==> config.mk <==
export PLATFORM = sky130hd
export DESIGN_NAME = ccd_top
export DESIGN_NICKNAME = d
export VERILOG_FILES = /design/src/ccd_pkg.sv /design/src/ccd_stage.sv /design/src/ccd_top.sv
export VERILOG_INCLUDE_DIRS = /design/src
export SDC_FILE = /design/constraint.sdc
export NUM_CORES = 1
export LEC_CHECK = 0
export BUFFER_PORTS_ARGS = -buffer_cell sky130_fd_sc_hd__buf_2
export CAP_MARGIN = 30
export CELL_PAD_IN_SITES_DETAIL_PLACEMENT = 1
export CELL_PAD_IN_SITES_GLOBAL_PLACEMENT = 2
export CORE_MARGIN = 2
export CORE_UTILIZATION = 38
export DETAILED_ROUTE_END_ITERATION = 8
export PLACE_DENSITY_LB_ADDON = 0.1
export SYNTH_ARGS = -nofsm -noshare
export SYNTH_HDL_FRONTEND = slang
export SYNTH_SLANG_ARGS = --single-unit
export TNS_END_PERCENT = 5
==> constraint.sdc <==
create_clock -name clk_sys_i -period 8.5 [get_ports clk_sys_i]
set_input_delay 1.7 -clock clk_sys_i [delete_from_list [all_inputs] [get_ports clk_sys_i]]
set_output_delay 1.7 -clock clk_sys_i [all_outputs]
set_load 0.02 [all_outputs]
==> src/ccd_regs.svh <==
// Purpose: register offsets, field positions and reset values of the channel divider
// Assumes: 9-bit byte address, 8-bit registers
// Notes: included by the divider top and by its bench
`ifndef CCD_REGS_SVH
`define CCD_REGS_SVH

// ----------------------------------------------------------------
// offsets
// ----------------------------------------------------------------
`define CCD_ADDR_PHASE 9'h19f
`define CCD_ADDR_LOHI 9'h1a0
`define CCD_ADDR_CTRL 9'h1a1
`define CCD_ADDR_DCC 9'h1a2
`define CCD_ADDR_STAT 9'h1a3

// ----------------------------------------------------------------
// control fields
// ----------------------------------------------------------------
`define CCD_CTL_BYP2 5
`define CCD_CTL_BYP1 4
`define CCD_CTL_NOSYNC 3
`define CCD_CTL_FORCE 2
`define CCD_CTL_START2 1
`define CCD_CTL_START1 0
`define CCD_CTL_MASK 8'h3f
`define CCD_DCC_OFF 0
`define CCD_DCC_MASK 8'h01

// ----------------------------------------------------------------
// status fields
// ----------------------------------------------------------------
`define CCD_STAT_OUT 0
`define CCD_STAT_S1_LVL 1
`define CCD_STAT_S1_BUSY 2
`define CCD_STAT_S2_BUSY 3
`define CCD_STAT_SYNC 4

// ----------------------------------------------------------------
// reset values
// ----------------------------------------------------------------
`define CCD_RST_PHASE 8'h00
`define CCD_RST_LOHI 8'h00
`define CCD_RST_CTRL 8'h00
`define CCD_RST_DCC 8'h00

`endif

==> src/ccd_pkg.sv <==
// Purpose: shared types of the channel divider
// Assumes: nothing
// Notes: stage sequencer states
package ccd_pkg;
  typedef enum logic [1:0] {
    CCD_ST_IDLE,
    CCD_ST_DELAY,
    CCD_ST_RUN
  } ccd_stage_e;
endpackage : ccd_pkg

==> src/ccd_stage.sv <==
// Purpose: one programmable high/low divider stage driven by input-cycle ticks
// Assumes: in_tick_i marks one input clock cycle; align_i and hold_i never both high
// Notes: bypass parks the counter and passes the input level and tick through
`timescale 1ns/100ps

module ccd_stage #(
  parameter int CW = 4
) (
  // clock and reset
  input wire logic clk_sys_i,
  input wire logic rst_i,
  // input clock of the stage
  input wire logic in_tick_i,
  input wire logic in_lvl_i,
  // configuration
  input wire logic bypass_i,
  input wire logic dcc_en_i,
  input wire logic start_high_i,
  input wire logic [CW-1:0] high_cnt_i,
  input wire logic [CW-1:0] low_cnt_i,
  input wire logic [CW-1:0] phase_i,
  // alignment
  input wire logic align_i,
  input wire logic hold_i,
  // divided output
  output logic out_lvl_o,
  output logic out_tick_o,
  output logic busy_o
);
  import ccd_pkg::*;

  ccd_stage_e st_q, st_d;
  logic [CW:0] cnt_q, cnt_d;
  logic lvl_q, lvl_d;
  logic tick_q, tick_d;
  logic [CW+1:0] tot, hi_len, lo_len;

  // length minus one of the phase that has level lvl
  function automatic logic [CW:0] len_m1(input logic lvl, input logic [CW+1:0] hi, input logic [CW+1:0] lo);
    logic [CW+1:0] v;
    v = lvl ? hi - (CW+2)'(1) : lo - (CW+2)'(1);
    return v[CW:0];
  endfunction : len_m1

  // ----------------------------------------------------------------
  // phase lengths
  // ----------------------------------------------------------------
  always_comb begin
    tot = (CW+2)'(high_cnt_i) + (CW+2)'(low_cnt_i) + (CW+2)'(2);
    if (dcc_en_i) begin
      // split the period evenly, odd spare cycle goes to the high phase
      hi_len = (tot + (CW+2)'(1)) >> 1;
      lo_len = tot >> 1;
    end else begin
      hi_len = (CW+2)'(high_cnt_i) + (CW+2)'(1);
      lo_len = (CW+2)'(low_cnt_i) + (CW+2)'(1);
    end
  end

  // ----------------------------------------------------------------
  // sequencer
  // ----------------------------------------------------------------
  always_comb begin
    st_d = st_q;
    cnt_d = cnt_q;
    lvl_d = lvl_q;
    tick_d = 1'b0;
    case (st_q)
      CCD_ST_IDLE: begin
        // a parked stage that is no longer held or bypassed restarts low, else it would stay stuck
        st_d = CCD_ST_RUN;
        cnt_d = len_m1(1'b0, hi_len, lo_len);
        lvl_d = 1'b0;
      end
      CCD_ST_DELAY: begin
        if (in_tick_i) begin
          if (cnt_q == '0) begin
            st_d = CCD_ST_RUN;
            cnt_d = len_m1(lvl_q, hi_len, lo_len);
          end else begin
            cnt_d = cnt_q - (CW+1)'(1);
          end
        end
      end
      CCD_ST_RUN: begin
        if (in_tick_i) begin
          if (cnt_q == '0) begin
            lvl_d = ~lvl_q;
            tick_d = ~lvl_q;
            cnt_d = len_m1(~lvl_q, hi_len, lo_len);
          end else begin
            cnt_d = cnt_q - (CW+1)'(1);
          end
        end
      end
      default: begin
        st_d = CCD_ST_IDLE;
      end
    endcase
    if (align_i) begin
      lvl_d = start_high_i;
      tick_d = start_high_i;
      if (phase_i == '0) begin
        st_d = CCD_ST_RUN;
        cnt_d = len_m1(start_high_i, hi_len, lo_len);
      end else begin
        st_d = CCD_ST_DELAY;
        cnt_d = (CW+1)'(phase_i) - (CW+1)'(1);
      end
    end
    // bypass parks the counter as a stand-in for powering it down
    if (hold_i || bypass_i) begin
      st_d = CCD_ST_IDLE;
      lvl_d = 1'b0;
      tick_d = 1'b0;
    end
  end

  always_ff @(posedge clk_sys_i) begin
    if (rst_i) begin
      st_q <= CCD_ST_RUN;
      cnt_q <= '0;
      lvl_q <= 1'b0;
      tick_q <= 1'b0;
    end else begin
      st_q <= st_d;
      cnt_q <= cnt_d;
      lvl_q <= lvl_d;
      tick_q <= tick_d;
    end
  end

  assign out_lvl_o = bypass_i ? in_lvl_i : lvl_q;
  assign out_tick_o = bypass_i ? in_tick_i : tick_q;
  assign busy_o = (st_q != CCD_ST_RUN);

  // ----------------------------------------------------------------
  // checks
  // ----------------------------------------------------------------
  chk_high_len: assert property (@(posedge clk_sys_i) disable iff (rst_i)
    $rose(lvl_q) && $past(st_q) == CCD_ST_RUN && !$past(align_i) && !dcc_en_i && $stable(dcc_en_i) && $stable(high_cnt_i)
    |-> cnt_q == (CW+1)'(high_cnt_i)) else $error("high phase length wrong");
  chk_low_len: assert property (@(posedge clk_sys_i) disable iff (rst_i)
    $fell(lvl_q) && $past(st_q) == CCD_ST_RUN && !$past(align_i) && !dcc_en_i && !$past(hold_i || bypass_i)
    && $stable(dcc_en_i) && $stable(low_cnt_i) |-> cnt_q == (CW+1)'(low_cnt_i)) else $error("low phase length wrong");
  chk_start_lvl: assert property (@(posedge clk_sys_i) disable iff (rst_i)
    align_i && !hold_i && !bypass_i |=> lvl_q == $past(start_high_i)) else $error("start level wrong");
  chk_phase_delay: assert property (@(posedge clk_sys_i) disable iff (rst_i)
    align_i && !hold_i && !bypass_i && phase_i != '0 |=> st_q == CCD_ST_DELAY && cnt_q == (CW+1)'($past(phase_i)) - (CW+1)'(1))
    else $error("phase offset not loaded");
  chk_bypass_park: assert property (@(posedge clk_sys_i) disable iff (rst_i)
    bypass_i ##1 bypass_i |-> st_q == CCD_ST_IDLE && out_tick_o == in_tick_i) else $error("bypass not parked");
endmodule : ccd_stage

==> src/ccd_top.sv <==
// Purpose: two-stage programmable clock divider of output channel three
// Assumes: input clock cycles of the divider are clk_sys_i cycles; align_req_i is asynchronous
// Notes: outputs are levels sampled on clk_sys_i; a bypassed first stage is shown as a half-rate toggle
//
// Notes on behaviour
// - stage two low time is nibble plus one
// - stage two high time is nibble plus one
// - stage two bypass passes its input through
// - stage one bypass passes its input through
// - ignore-alignment bit blocks chip alignment requests
// - forced high needs ignore-alignment set too
// - stage two starts at its start level
// - stage one starts at its start level
// - duty correction on unless disable bit set
// - four-bit stage one phase offset, low nibble
//
// The implementer's own choice: the plain strobed port.
`timescale 1ns/100ps
`include "ccd_regs.svh"

module ccd_top #(
  parameter int CW = 4
) (
  // clock and reset
  input wire logic clk_sys_i,
  input wire logic rst_i,
  // register port
  input wire logic [8:0] addr_i,
  input wire logic [7:0] wr_data_i,
  input wire logic wr_i,
  input wire logic rd_i,
  output logic [7:0] rd_data_o,
  // chip-level alignment
  input wire logic align_req_i,
  // divided channel output
  output logic ch_out_o,
  output logic ch_tick_o
);
  import ccd_pkg::*;

  logic [7:0] lohi_q, lohi_d;
  logic [7:0] ctrl_q, ctrl_d;
  logic [7:0] dcc_q, dcc_d;
  logic [7:0] phase_q, phase_d;
  logic [7:0] rd_data_q, rd_data_d;
  logic sync_meta_q, sync_q, sync_prev_q;
  logic half_q, half_d;
  logic out_q, out_d;
  logic s_align, s_hold;
  logic s1_lvl, s1_tick, s1_busy;
  logic s2_lvl, s2_tick, s2_busy;
  logic [7:0] stat;

  // ----------------------------------------------------------------
  // register file
  // ----------------------------------------------------------------
  function automatic logic [7:0] reg_read(input logic [8:0] a, input logic [7:0] lohi, input logic [7:0] ctrl,
                                          input logic [7:0] dcc, input logic [7:0] ph, input logic [7:0] st);
    case (a)
      `CCD_ADDR_PHASE: return ph;
      `CCD_ADDR_LOHI: return lohi;
      `CCD_ADDR_CTRL: return ctrl;
      `CCD_ADDR_DCC: return dcc;
      `CCD_ADDR_STAT: return st;
      default: return 8'h00;
    endcase
  endfunction : reg_read

  always_comb begin
    stat = 8'h00;
    stat[`CCD_STAT_OUT] = out_q;
    stat[`CCD_STAT_S1_LVL] = s1_lvl;
    stat[`CCD_STAT_S1_BUSY] = s1_busy;
    stat[`CCD_STAT_S2_BUSY] = s2_busy;
    stat[`CCD_STAT_SYNC] = sync_q;
  end

  always_comb begin
    lohi_d = lohi_q;
    ctrl_d = ctrl_q;
    dcc_d = dcc_q;
    phase_d = phase_q;
    if (wr_i) begin
      case (addr_i)
        `CCD_ADDR_PHASE: phase_d = wr_data_i;
        `CCD_ADDR_LOHI: lohi_d = wr_data_i;
        `CCD_ADDR_CTRL: ctrl_d = wr_data_i & `CCD_CTL_MASK;
        `CCD_ADDR_DCC: dcc_d = wr_data_i & `CCD_DCC_MASK;
        default: ;
      endcase
    end
    // data stands only in the cycle after the read strobe
    rd_data_d = rd_i ? reg_read(addr_i, lohi_q, ctrl_q, dcc_q, phase_q, stat) : 8'h00;
  end

  always_ff @(posedge clk_sys_i) begin
    if (rst_i) begin
      lohi_q <= `CCD_RST_LOHI;
      ctrl_q <= `CCD_RST_CTRL;
      dcc_q <= `CCD_RST_DCC;
      phase_q <= `CCD_RST_PHASE;
      rd_data_q <= 8'h00;
    end else begin
      lohi_q <= lohi_d;
      ctrl_q <= ctrl_d;
      dcc_q <= dcc_d;
      phase_q <= phase_d;
      rd_data_q <= rd_data_d;
    end
  end

  assign rd_data_o = rd_data_q;

  // ----------------------------------------------------------------
  // alignment request
  // ----------------------------------------------------------------
  // two flops against metastability; the release edge restarts the dividers
  always_ff @(posedge clk_sys_i) begin
    if (rst_i) begin
      sync_meta_q <= 1'b0;
      sync_q <= 1'b0;
      sync_prev_q <= 1'b0;
    end else begin
      sync_meta_q <= align_req_i;
      sync_q <= sync_meta_q;
      sync_prev_q <= sync_q;
    end
  end

  assign s_hold = sync_q && !ctrl_q[`CCD_CTL_NOSYNC];
  assign s_align = sync_prev_q && !sync_q && !ctrl_q[`CCD_CTL_NOSYNC];

  // ----------------------------------------------------------------
  // divider stages
  // ----------------------------------------------------------------
  // stand-in for the raw input clock when stage one is bypassed
  always_comb begin
    half_d = ~half_q;
  end

  always_ff @(posedge clk_sys_i) begin
    if (rst_i) begin
      half_q <= 1'b0;
    end else begin
      half_q <= half_d;
    end
  end

  ccd_stage #(
    .CW(CW)
  ) u_stage1 (
    .clk_sys_i(clk_sys_i),
    .rst_i(rst_i),
    .in_tick_i(1'b1),
    .in_lvl_i(half_q),
    .bypass_i(ctrl_q[`CCD_CTL_BYP1]),
    .dcc_en_i(1'b0),
    .start_high_i(ctrl_q[`CCD_CTL_START1]),
    .high_cnt_i(CW'(4'h0)),
    .low_cnt_i(CW'(4'h0)),
    .phase_i(phase_q[CW-1:0]),
    .align_i(s_align),
    .hold_i(s_hold),
    .out_lvl_o(s1_lvl),
    .out_tick_o(s1_tick),
    .busy_o(s1_busy)
  );

  ccd_stage #(
    .CW(CW)
  ) u_stage2 (
    .clk_sys_i(clk_sys_i),
    .rst_i(rst_i),
    .in_tick_i(s1_tick),
    .in_lvl_i(s1_lvl),
    .bypass_i(ctrl_q[`CCD_CTL_BYP2]),
    .dcc_en_i(!dcc_q[`CCD_DCC_OFF]),
    .start_high_i(ctrl_q[`CCD_CTL_START2]),
    .high_cnt_i(lohi_q[CW-1:0]),
    .low_cnt_i(lohi_q[7:4]),
    .phase_i(phase_q[7:4]),
    .align_i(s_align),
    .hold_i(s_hold),
    .out_lvl_o(s2_lvl),
    .out_tick_o(s2_tick),
    .busy_o(s2_busy)
  );

  // ----------------------------------------------------------------
  // channel output
  // ----------------------------------------------------------------
  // forced high only counts with alignment ignored; otherwise held stages give the low level
  always_comb begin
    out_d = (ctrl_q[`CCD_CTL_NOSYNC] && ctrl_q[`CCD_CTL_FORCE]) ? 1'b1 : s2_lvl;
  end

  always_ff @(posedge clk_sys_i) begin
    if (rst_i) begin
      out_q <= 1'b0;
    end else begin
      out_q <= out_d;
    end
  end

  assign ch_out_o = out_q;
  assign ch_tick_o = s2_tick;

  // ----------------------------------------------------------------
  // checks
  // ----------------------------------------------------------------
  chk_nosync_ignore: assert property (@(posedge clk_sys_i) disable iff (rst_i)
    ctrl_q[`CCD_CTL_NOSYNC] && !ctrl_q[`CCD_CTL_BYP1] && !s1_busy && $stable(ctrl_q) |=> !s1_busy)
    else $error("alignment request not ignored");
  chk_force_high: assert property (@(posedge clk_sys_i) disable iff (rst_i)
    ctrl_q[`CCD_CTL_NOSYNC] && ctrl_q[`CCD_CTL_FORCE] |=> ch_out_o) else $error("forced high missing");
  chk_force_gate: assert property (@(posedge clk_sys_i) disable iff (rst_i)
    (!ctrl_q[`CCD_CTL_NOSYNC] && !ctrl_q[`CCD_CTL_BYP1] && !ctrl_q[`CCD_CTL_BYP2] && sync_q)[*2] |=> !ch_out_o)
    else $error("output not low during alignment");
  chk_phase_read: assert property (@(posedge clk_sys_i) disable iff (rst_i)
    rd_i && addr_i == `CCD_ADDR_PHASE |=> rd_data_o == $past(phase_q)) else $error("phase readback wrong");
  chk_cascade: assert property (@(posedge clk_sys_i) disable iff (rst_i)
    $rose(s2_lvl) && !ctrl_q[`CCD_CTL_BYP2] && !$past(s_align) |-> $past(s1_tick)) else $error("stage two stepped alone");
endmodule : ccd_top

Word level (Yosys, flattened, before mapping)
Cells that the tools add are included.
Widths: inputs -> output; s select.
{"block": "word_totals", "memories": 0, "latch_bits": 0, "romBits": 0, "elab_cells": 139, "mem_bits_rw": 0, "out_inout_bits": 10, "inputBits": 22, "register_bits": 54}
{"block": "op_classes", "addsub": 11, "n_div": 0, "order_cmp": 0, "bitwise": 4, "n_reduce_logical": 33, "n_shift": 0, "muxes": 47, "n_mul": 0, "eq_ne": 24}
{"op": "$mux 5", "n": 14}
{"op": "$eq 9x9->1 const B", "n": 5}
{"op": "$pmux 8 s5", "n": 1}
{"op": "$ne 3x2->1 const B", "n": 8}
{"op": "$sub 5x1->5 const B", "n": 4}
{"op": "$mux 2", "n": 9}
{"op": "$mux 1", "n": 17}
{"op": "$pmux 5 s3", "n": 1}
{"op": "$reduce_and 2->1", "n": 7}
{"op": "$ne 4x2->1 const B", "n": 3}
{"op": "$pmux 2 s3", "n": 2}
{"op": "$reduce_and 3->1", "n": 4}
{"op": "$add 4x1->5 const B", "n": 2}
{"op": "$logic_not 5->1", "n": 2}
{"op": "$pmux 5 s2", "n": 1}
{"op": "$sub 4x1->5 const B", "n": 2}
{"op": "$reduce_bool 3->1", "n": 3}
{"op": "$logic_not 4->1", "n": 2}
{"op": "$ne 2x2->1 const B", "n": 4}
{"op": "$reduce_or 2->1", "n": 4}
{"op": "$add 6x1->6 const B", "n": 1}
{"op": "$add 6x2->6 const B", "n": 1}
{"op": "$add 4x4->5", "n": 1}
{"op": "$eq 2x1->1 const B", "n": 2}
{"op": "other kinds (8)", "n": 19}

Logic depth before layout (Yosys ltp)
{"block": "depth", "word_depth": 10, "mapped_depth": 15, "depth_no_buf": 15}

By module
From an unflattened synthesis, not the netlist that was laid out.
{"block": "unflattened", "hier_cells": 590, "area_unflattened_um2": 4729.5}
{"mod": "ccd_stage", "instances": 2, "area_per_inst_um2": 1620.3, "cells_per_inst": 221}
{"mod": "ccd_top", "instances": 1, "area_per_inst_um2": 1488.9, "cells_per_inst": 148}

Worst setup path after synthesis
No wires, ideal clock.
{"block": "synth_path", "kind": "input-to-reg", "start": "in addr_i[0]", "end": "reg phase_q[0]", "path_slack_ns": 5.053, "required_ns": 8.430, "setup_time_ns": 0.070, "path_stages": 6, "arrival_ns": 3.377, "path_cell_list": "clkbuf_1 > nand4_1 > nor4b_1 > clkbuf_1 > nand3_1 > a21oi_1"}
{"block": "synth_between", "elab_chain_len": 2}
{"element": "start: declaration", "line": "ccd_top.sv:28", "source": "input wire logic [8:0] addr_i,"}
{"element": "$eq 9x9->1", "line": "ccd_top.sv:84", "source": "case (addr_i)"}
{"element": "$reduce_and 2->1 (no source line)"}
{"element": "end signal: assignment", "line": "ccd_top.sv:101", "source": "phase_q <= `CCD_RST_PHASE;"}
{"element": "end signal: assignment", "line": "ccd_top.sv:107", "source": "phase_q <= phase_d;"}
{"element": "end: declaration", "line": "ccd_top.sv:44", "source": "logic [7:0] phase_q, phase_d;"}
No other way between the ends.
A chain may end at the register's enable or synchronous reset.

Worst setup path after layout
{"block": "layout_path", "start": "reg lohi_q[0]", "end": "reg u_stage2.cnt_q[4]"}
{"block": "layout_between", "elab_chain_len": 10}
{"element": "start: declaration", "line": "ccd_top.sv:41", "source": "logic [7:0] lohi_q, lohi_d;"}
{"element": "start signal: assignment", "line": "ccd_top.sv:98", "source": "lohi_q <= `CCD_RST_LOHI;"}
{"element": "start signal: assignment", "line": "ccd_top.sv:104", "source": "lohi_q <= lohi_d;"}
{"element": "$add 4x4->5", "line": "ccd_stage.sv:49", "source": "tot = (CW+2)'(high_cnt_i) + (CW+2)'(low_cnt_i) + (CW+2)'(2);"}
{"element": "$add 6x2->6", "line": "ccd_stage.sv:49"}
{"element": "$add 6x1->6", "line": "ccd_stage.sv:52", "source": "hi_len = (tot + (CW+2)'(1)) >> 1;"}
{"element": "$mux 5", "line": "ccd_stage.sv:50", "source": "if (dcc_en_i) begin"}
{"element": "$sub 5x1->5"}
{"element": "$mux 5", "line": "ccd_stage.sv:41", "source": "v = lvl ? hi - (CW+2)'(1) : lo - (CW+2)'(1);"}
{"element": "$mux 5 (on tied branches)", "line": "ccd_stage.sv:87, ccd_stage.sv:77"}
{"element": "$mux 5 (on tied branches)", "line": "ccd_stage.sv:86, ccd_stage.sv:76"}
{"element": "$pmux 5 s3", "line": "ccd_stage.sv:68", "source": "case (st_q)"}
{"element": "$mux 5 *", "line": "ccd_stage.sv:100", "source": "if (align_i) begin"}
{"element": "end signal: assignment", "line": "ccd_stage.sv:127", "source": "cnt_q <= cnt_d;"}
{"element": "end: declaration", "line": "ccd_stage.sv:33", "source": "logic [CW:0] cnt_q, cnt_d;"}
Mark *: on every way between the ends. The rest lies on a longest branch, timed or not. The select of a mux whose other input is x is not followed.

==> results by stage <==
Global routing:
- The via count of the first global-routing pass is 3633.
- The number of antenna violations at the first check in global routing was 0.
- The remaining global-route overflow is 0.
- The first global-routing pass estimated 18640 um of wire.
- For this run, the total global-route usage over all layers was measured as 0.2275.
- The maximum number of pins on one net before global-route repair is 40.

Worst setup path:
- The setup path with the least slack is of type register to register.
- Tracing the worst setup path back leads to its startpoint at lohi_q[0].
- The highest fanout seen on the critical path is 11.
- The largest single stage delay on the critical path is 440 ps.
- In this run the critical register-to-register path is captured at u_stage2.cnt_q[4].
- The worst-case reg-to-reg path depth is 12.
- The capturing element type of the critical path is a register.
- The arrival time of the worst setup path is 3830 ps.
- The register-to-register setup slack is 4910 ps.
- In this run the worst setup path terminates at u_stage2.cnt_q[4].
- The source of the worst register-to-register timing path is lohi_q[0].
- STA classifies the critical path startpoint as a register.
- Traced cell by cell, the critical path runs through ha_1 > fa_1 > xor2_1 > ha_1 > or2_2 > a211oi_1 > or4_1 > o211ai_2 > a211oi_1 > mux2i_1 > nor3_1 > o41ai_2.
- The highest-delay cell along the critical path is a211oi_1.
- STA puts the critical path data required time at 8730 ps.

Synth:
- For this run, asynchronously set or reset flops after synthesis account for 0.
- The share of cell area taken by muxes after synthesis is 0.07194.
- Yosys instantiated no cell more often than nor2_1.
- The sequential share of the synthesized area is 0.2946.
- In the synthesized netlist, the cells that appear most often are nor2_1 (65), dfxtp_1 (54), a21oi_1 (45), nand2_1 (43), mux2i_1 (23).
- dfxtp_1 takes more of the synthesized area than any other cell.
- The complex-gate fraction of the synthesized area was 0.2298.
- The xor/xnor share of the synthesized area is 0.03341.
- A synthesized cell averages 7.726 um^2.
- The number of warning messages in the yosys log is 0.
- Of the total synthesized cell area, the portion taken by full adders, half adders and majority gates is 0.07024.
- The share of the synthesized area in the top cell type is 0.2946.
- The synthesized netlist net count is 517.
- The commonest register cell after synthesis is dfxtp_1.
- Yosys attributes the largest share of cell area to dfxtp_1 (29%), nor2_1 (6.6%), ha_1 (6.5%), mux2i_1 (6.3%), a21oi_1 (6.1%).
- The synthesized area is 3670 um^2.
- The synthesized design contains 0 enable-type register cells.
- By area, the combinational part of the netlist is dominated by simple AND/OR/NAND/NOR gates.
- The post-synthesis cell type count is 64.
- After technology mapping, the gate count stands at 475.
- The register bit total from synthesis is 54.
- The area fraction in and, or, nand and nor cells after synthesis is 0.2530.

CTS:
- The clock latency on the worst-skew pair is 320 ps.
- Clock tree synthesis inserted a total of 5 buffers.
- The clock tree root buffer cell is clkbuf_8.
- The post-CTS setup buffer count is 0.
- TritonCTS built the clock tree.
- In this run, post-CTS hold repair placed 0 buffers.
- After clock tree synthesis, the clock-pin slew on the worst setup and hold paths is 110 ps.
- The worst-case clock buffer depth is 2.
- The number of sinks driven by the clock tree is 54.
- The clock tree synthesis step divided the H-tree into 2 levels.
- The number of gates resized after CTS was 0.

Layout:
- The number of fill cells in the layout is 1191.
- In the final layout, the share of cells above drive strength 1 is 0.1075.
- For this run, the post-layout net count is 534.
- The register cell area after layout is 1081 um^2.
- The number of cells in the finished layout apart from fillers is 622.
- The area added between synthesis and finish is 9.001%.
- The multi-input combinational cells in the finished layout cover a total of 2422 um^2.
- The final antenna diode count is 0.

Detailed routing:
- For this block, the initial DRC count from the detailed router was 94.
- Wires add up to 10890 um.
- Across all layers, the routed design uses 3518 vias.
- The detail route stage leaves a number of antenna-violating nets equal to 0.
- The pre-antenna-repair detailed-routing pass consisted of 4 iterations.
- For this run, design rule violations remaining after detail routing come to 0.
- In the final routed layout, each cell accounts on average for 17.51 um.
- The detailed-route vias per instance is 5.656.

Timing:
- Setup repair after global routing left no endpoint under its margin.
- The final-report max-slew violation count is 0.
- Setup slack closes at 4906 ps.
- Across the routed clock network, the largest skew measured is 20.10 ps.
- The worst pin sits at a relative slew slack of 0.4739.
- The count of final setup violators is 0.
- The minimum period implied by the final worst setup slack is 3594 ps.
- The accumulated negative setup slack is 0 ps.
- The maximum frequency from static timing analysis is 0.2782 GHz.
- In the finished design, the share of the clock period the worst path needs comes to 0.4229.
- At the pin with the least slew margin, the transition time is 789.1 ps.
- The tightest hold margin is 423.2 ps.
- The final count of hold timing violations came to 0.

Power:
- For this design the static power due to leakage is 1.648 nW.
- Of the total power, combinational logic draws 0.342.
- The switching power is 253.6 uW.
- The power density over cell area is 170.2 nW/um^2.
- Of the total power, registers draw 0.432.
- Of the total power, the clock network draws 0.226.
- The total power after layout is 680.8 uW.
- The peak supply drop is 99.75 uV.
- The internal portion of the total power is 427.2 uW.
- Of the total power, the share spent switching nets is 0.3725.

Placement:
- Detailed placement ended at an HPWL of 8243 um.
- Timing analysis after detailed placement gives a worst setup slack of 4899 ps.
- The total placed cells including tap cells is 614.
- The final weighted congestion in routability-driven placement is 0.7754.
- The count of buffers added on input and output ports is 31.

Floorplan:
- 32 I/O pins were placed.
- The total number of placement rows is 35.
- In this run the horizontal extent of the chip is 102.3 um.
- For this configuration, the core starts out at a cell density of 0.3953.
- The die covers 10460 um^2.
- The die is 102.3 um tall.
- The core footprint is 9284 um^2.

Worst hold path:
- The path class of the tightest hold or removal check is register to register.

Flow run:
- Across the run, the number of max-cap violations was 0.

Run status:
- The flow ran to the end, and the final reports show no timing, DRC or antenna violations.
==> worst min-delay path by stage <==
stage / from / to / slack (ps) / depth (start not counted)
after floorplan: half_q / half_q / 390 / 1
after global placement: half_q / half_q / 400 / 1
after detailed placement: half_q / half_q / 400 / 1
after CTS: half_q / half_q / 420 / 1
after global routing: half_q / half_q / 450 / 1
final: half_q / half_q / 420 / 1
==> placed cells by master (no fill, tap or decap), types with 4 or more instances in the layout <==
cell type	n
xor2_1	8
a21o_1	4
nand2b_1	7
a22oi_1	8
and3_1	4
a211oi_1	6
o21ai_0	17
ha_1	19
or3_1	6
xnor2_1	6
nand4_1	4
a22o_1	4
o21ai_1	4
nand2_1	43
dfxtp_1	54
a21oi_1	45
nor2b_1	9
clkbuf_8	5
buf_2	31
mux2i_1	23
nor3b_1	4
a221oi_1	5
nor3_1	15
nand3_1	19
inv_1	20
nor2_1	65
==> state kept, by name (all words and copies together), names as in the netlist <==
name,cells
u_stage1.st_q,2
lohi_q,8
u_stage1.lvl_q,1
u_stage1.cnt_q,5
u_stage2.lvl_q,1
u_stage2.cnt_q,5
sync_prev_q,1
half_q,1
dcc_q,1
sync_meta_q,1
rd_data_o,8
ctrl_q,6
u_stage2.tick_q,1
u_stage1.tick_q,1
phase_q,8
sync_q,1
ch_out_o,1
u_stage2.st_q,2
==> final cells by class <==
class                           count  area share
Timing Repair Buffer               33     0.04254
Tap cell                          129     0.04035
Multi-Input combinational cell    378      0.6056
Inverter                           20     0.01877
Clock inverter                      2    0.004379
Sequential cell                    54      0.2703
Clock buffer                        6     0.01814
==> critical path, delay by kind of cell (launching register included) <==
kind / cells / cell delay [ps]
xor gates and xnor gates: 1 / 210
adders and majority gates: 3 / 1040
AOI/OAI and AO/OA: 4 / 1090
and+or+nand+nor: 3 / 560
muxes: 1 / 230
DFF: 1 / 380
==> power by group through the flow <==
stage	Sequential (mW)	Combinational, mW	Clock, mW
floorplan	0.292	0.179	0
global placement	0.299	0.229	0
detailed placement	0.300	0.232	0
CTS	0.294	0.234	0.160
global route	0.298	0.270	0.168
finish	0.294	0.233	0.154
==> per-stage QoR <==
| step | cell area [um^2] | util |
|---|---|---|
| final | 4000 | 0.4309 |
| after global routing | 4000 | 0.4309 |
| after CTS | 4000 | 0.4309 |
| after detailed placement | 3910 | 0.4212 |
| after global placement | 3910 | 0.4212 |
| after floorplan | 3670 | - |
==> routing by layer <==
metal	routed length (um)	global-route usage	up-vias
li1	-	-	1745
met3	323	0.02462	13
met1	5181	0.3038	1699
met4	176	0.05949	0
met2	5212	0.3922	61
met5	0	0	-
==> logic make-up after synthesis <==
kind of cell,after synthesis
AND/OR/NAND/NOR,193
AO/OA/AOI/OAI,126
flip-flops,54
buffers and inverters,43
multiplexers,25
adder cells (fa/ha/maj),20
XOR/XNOR,14
Power figures use the tool's default switching activity.
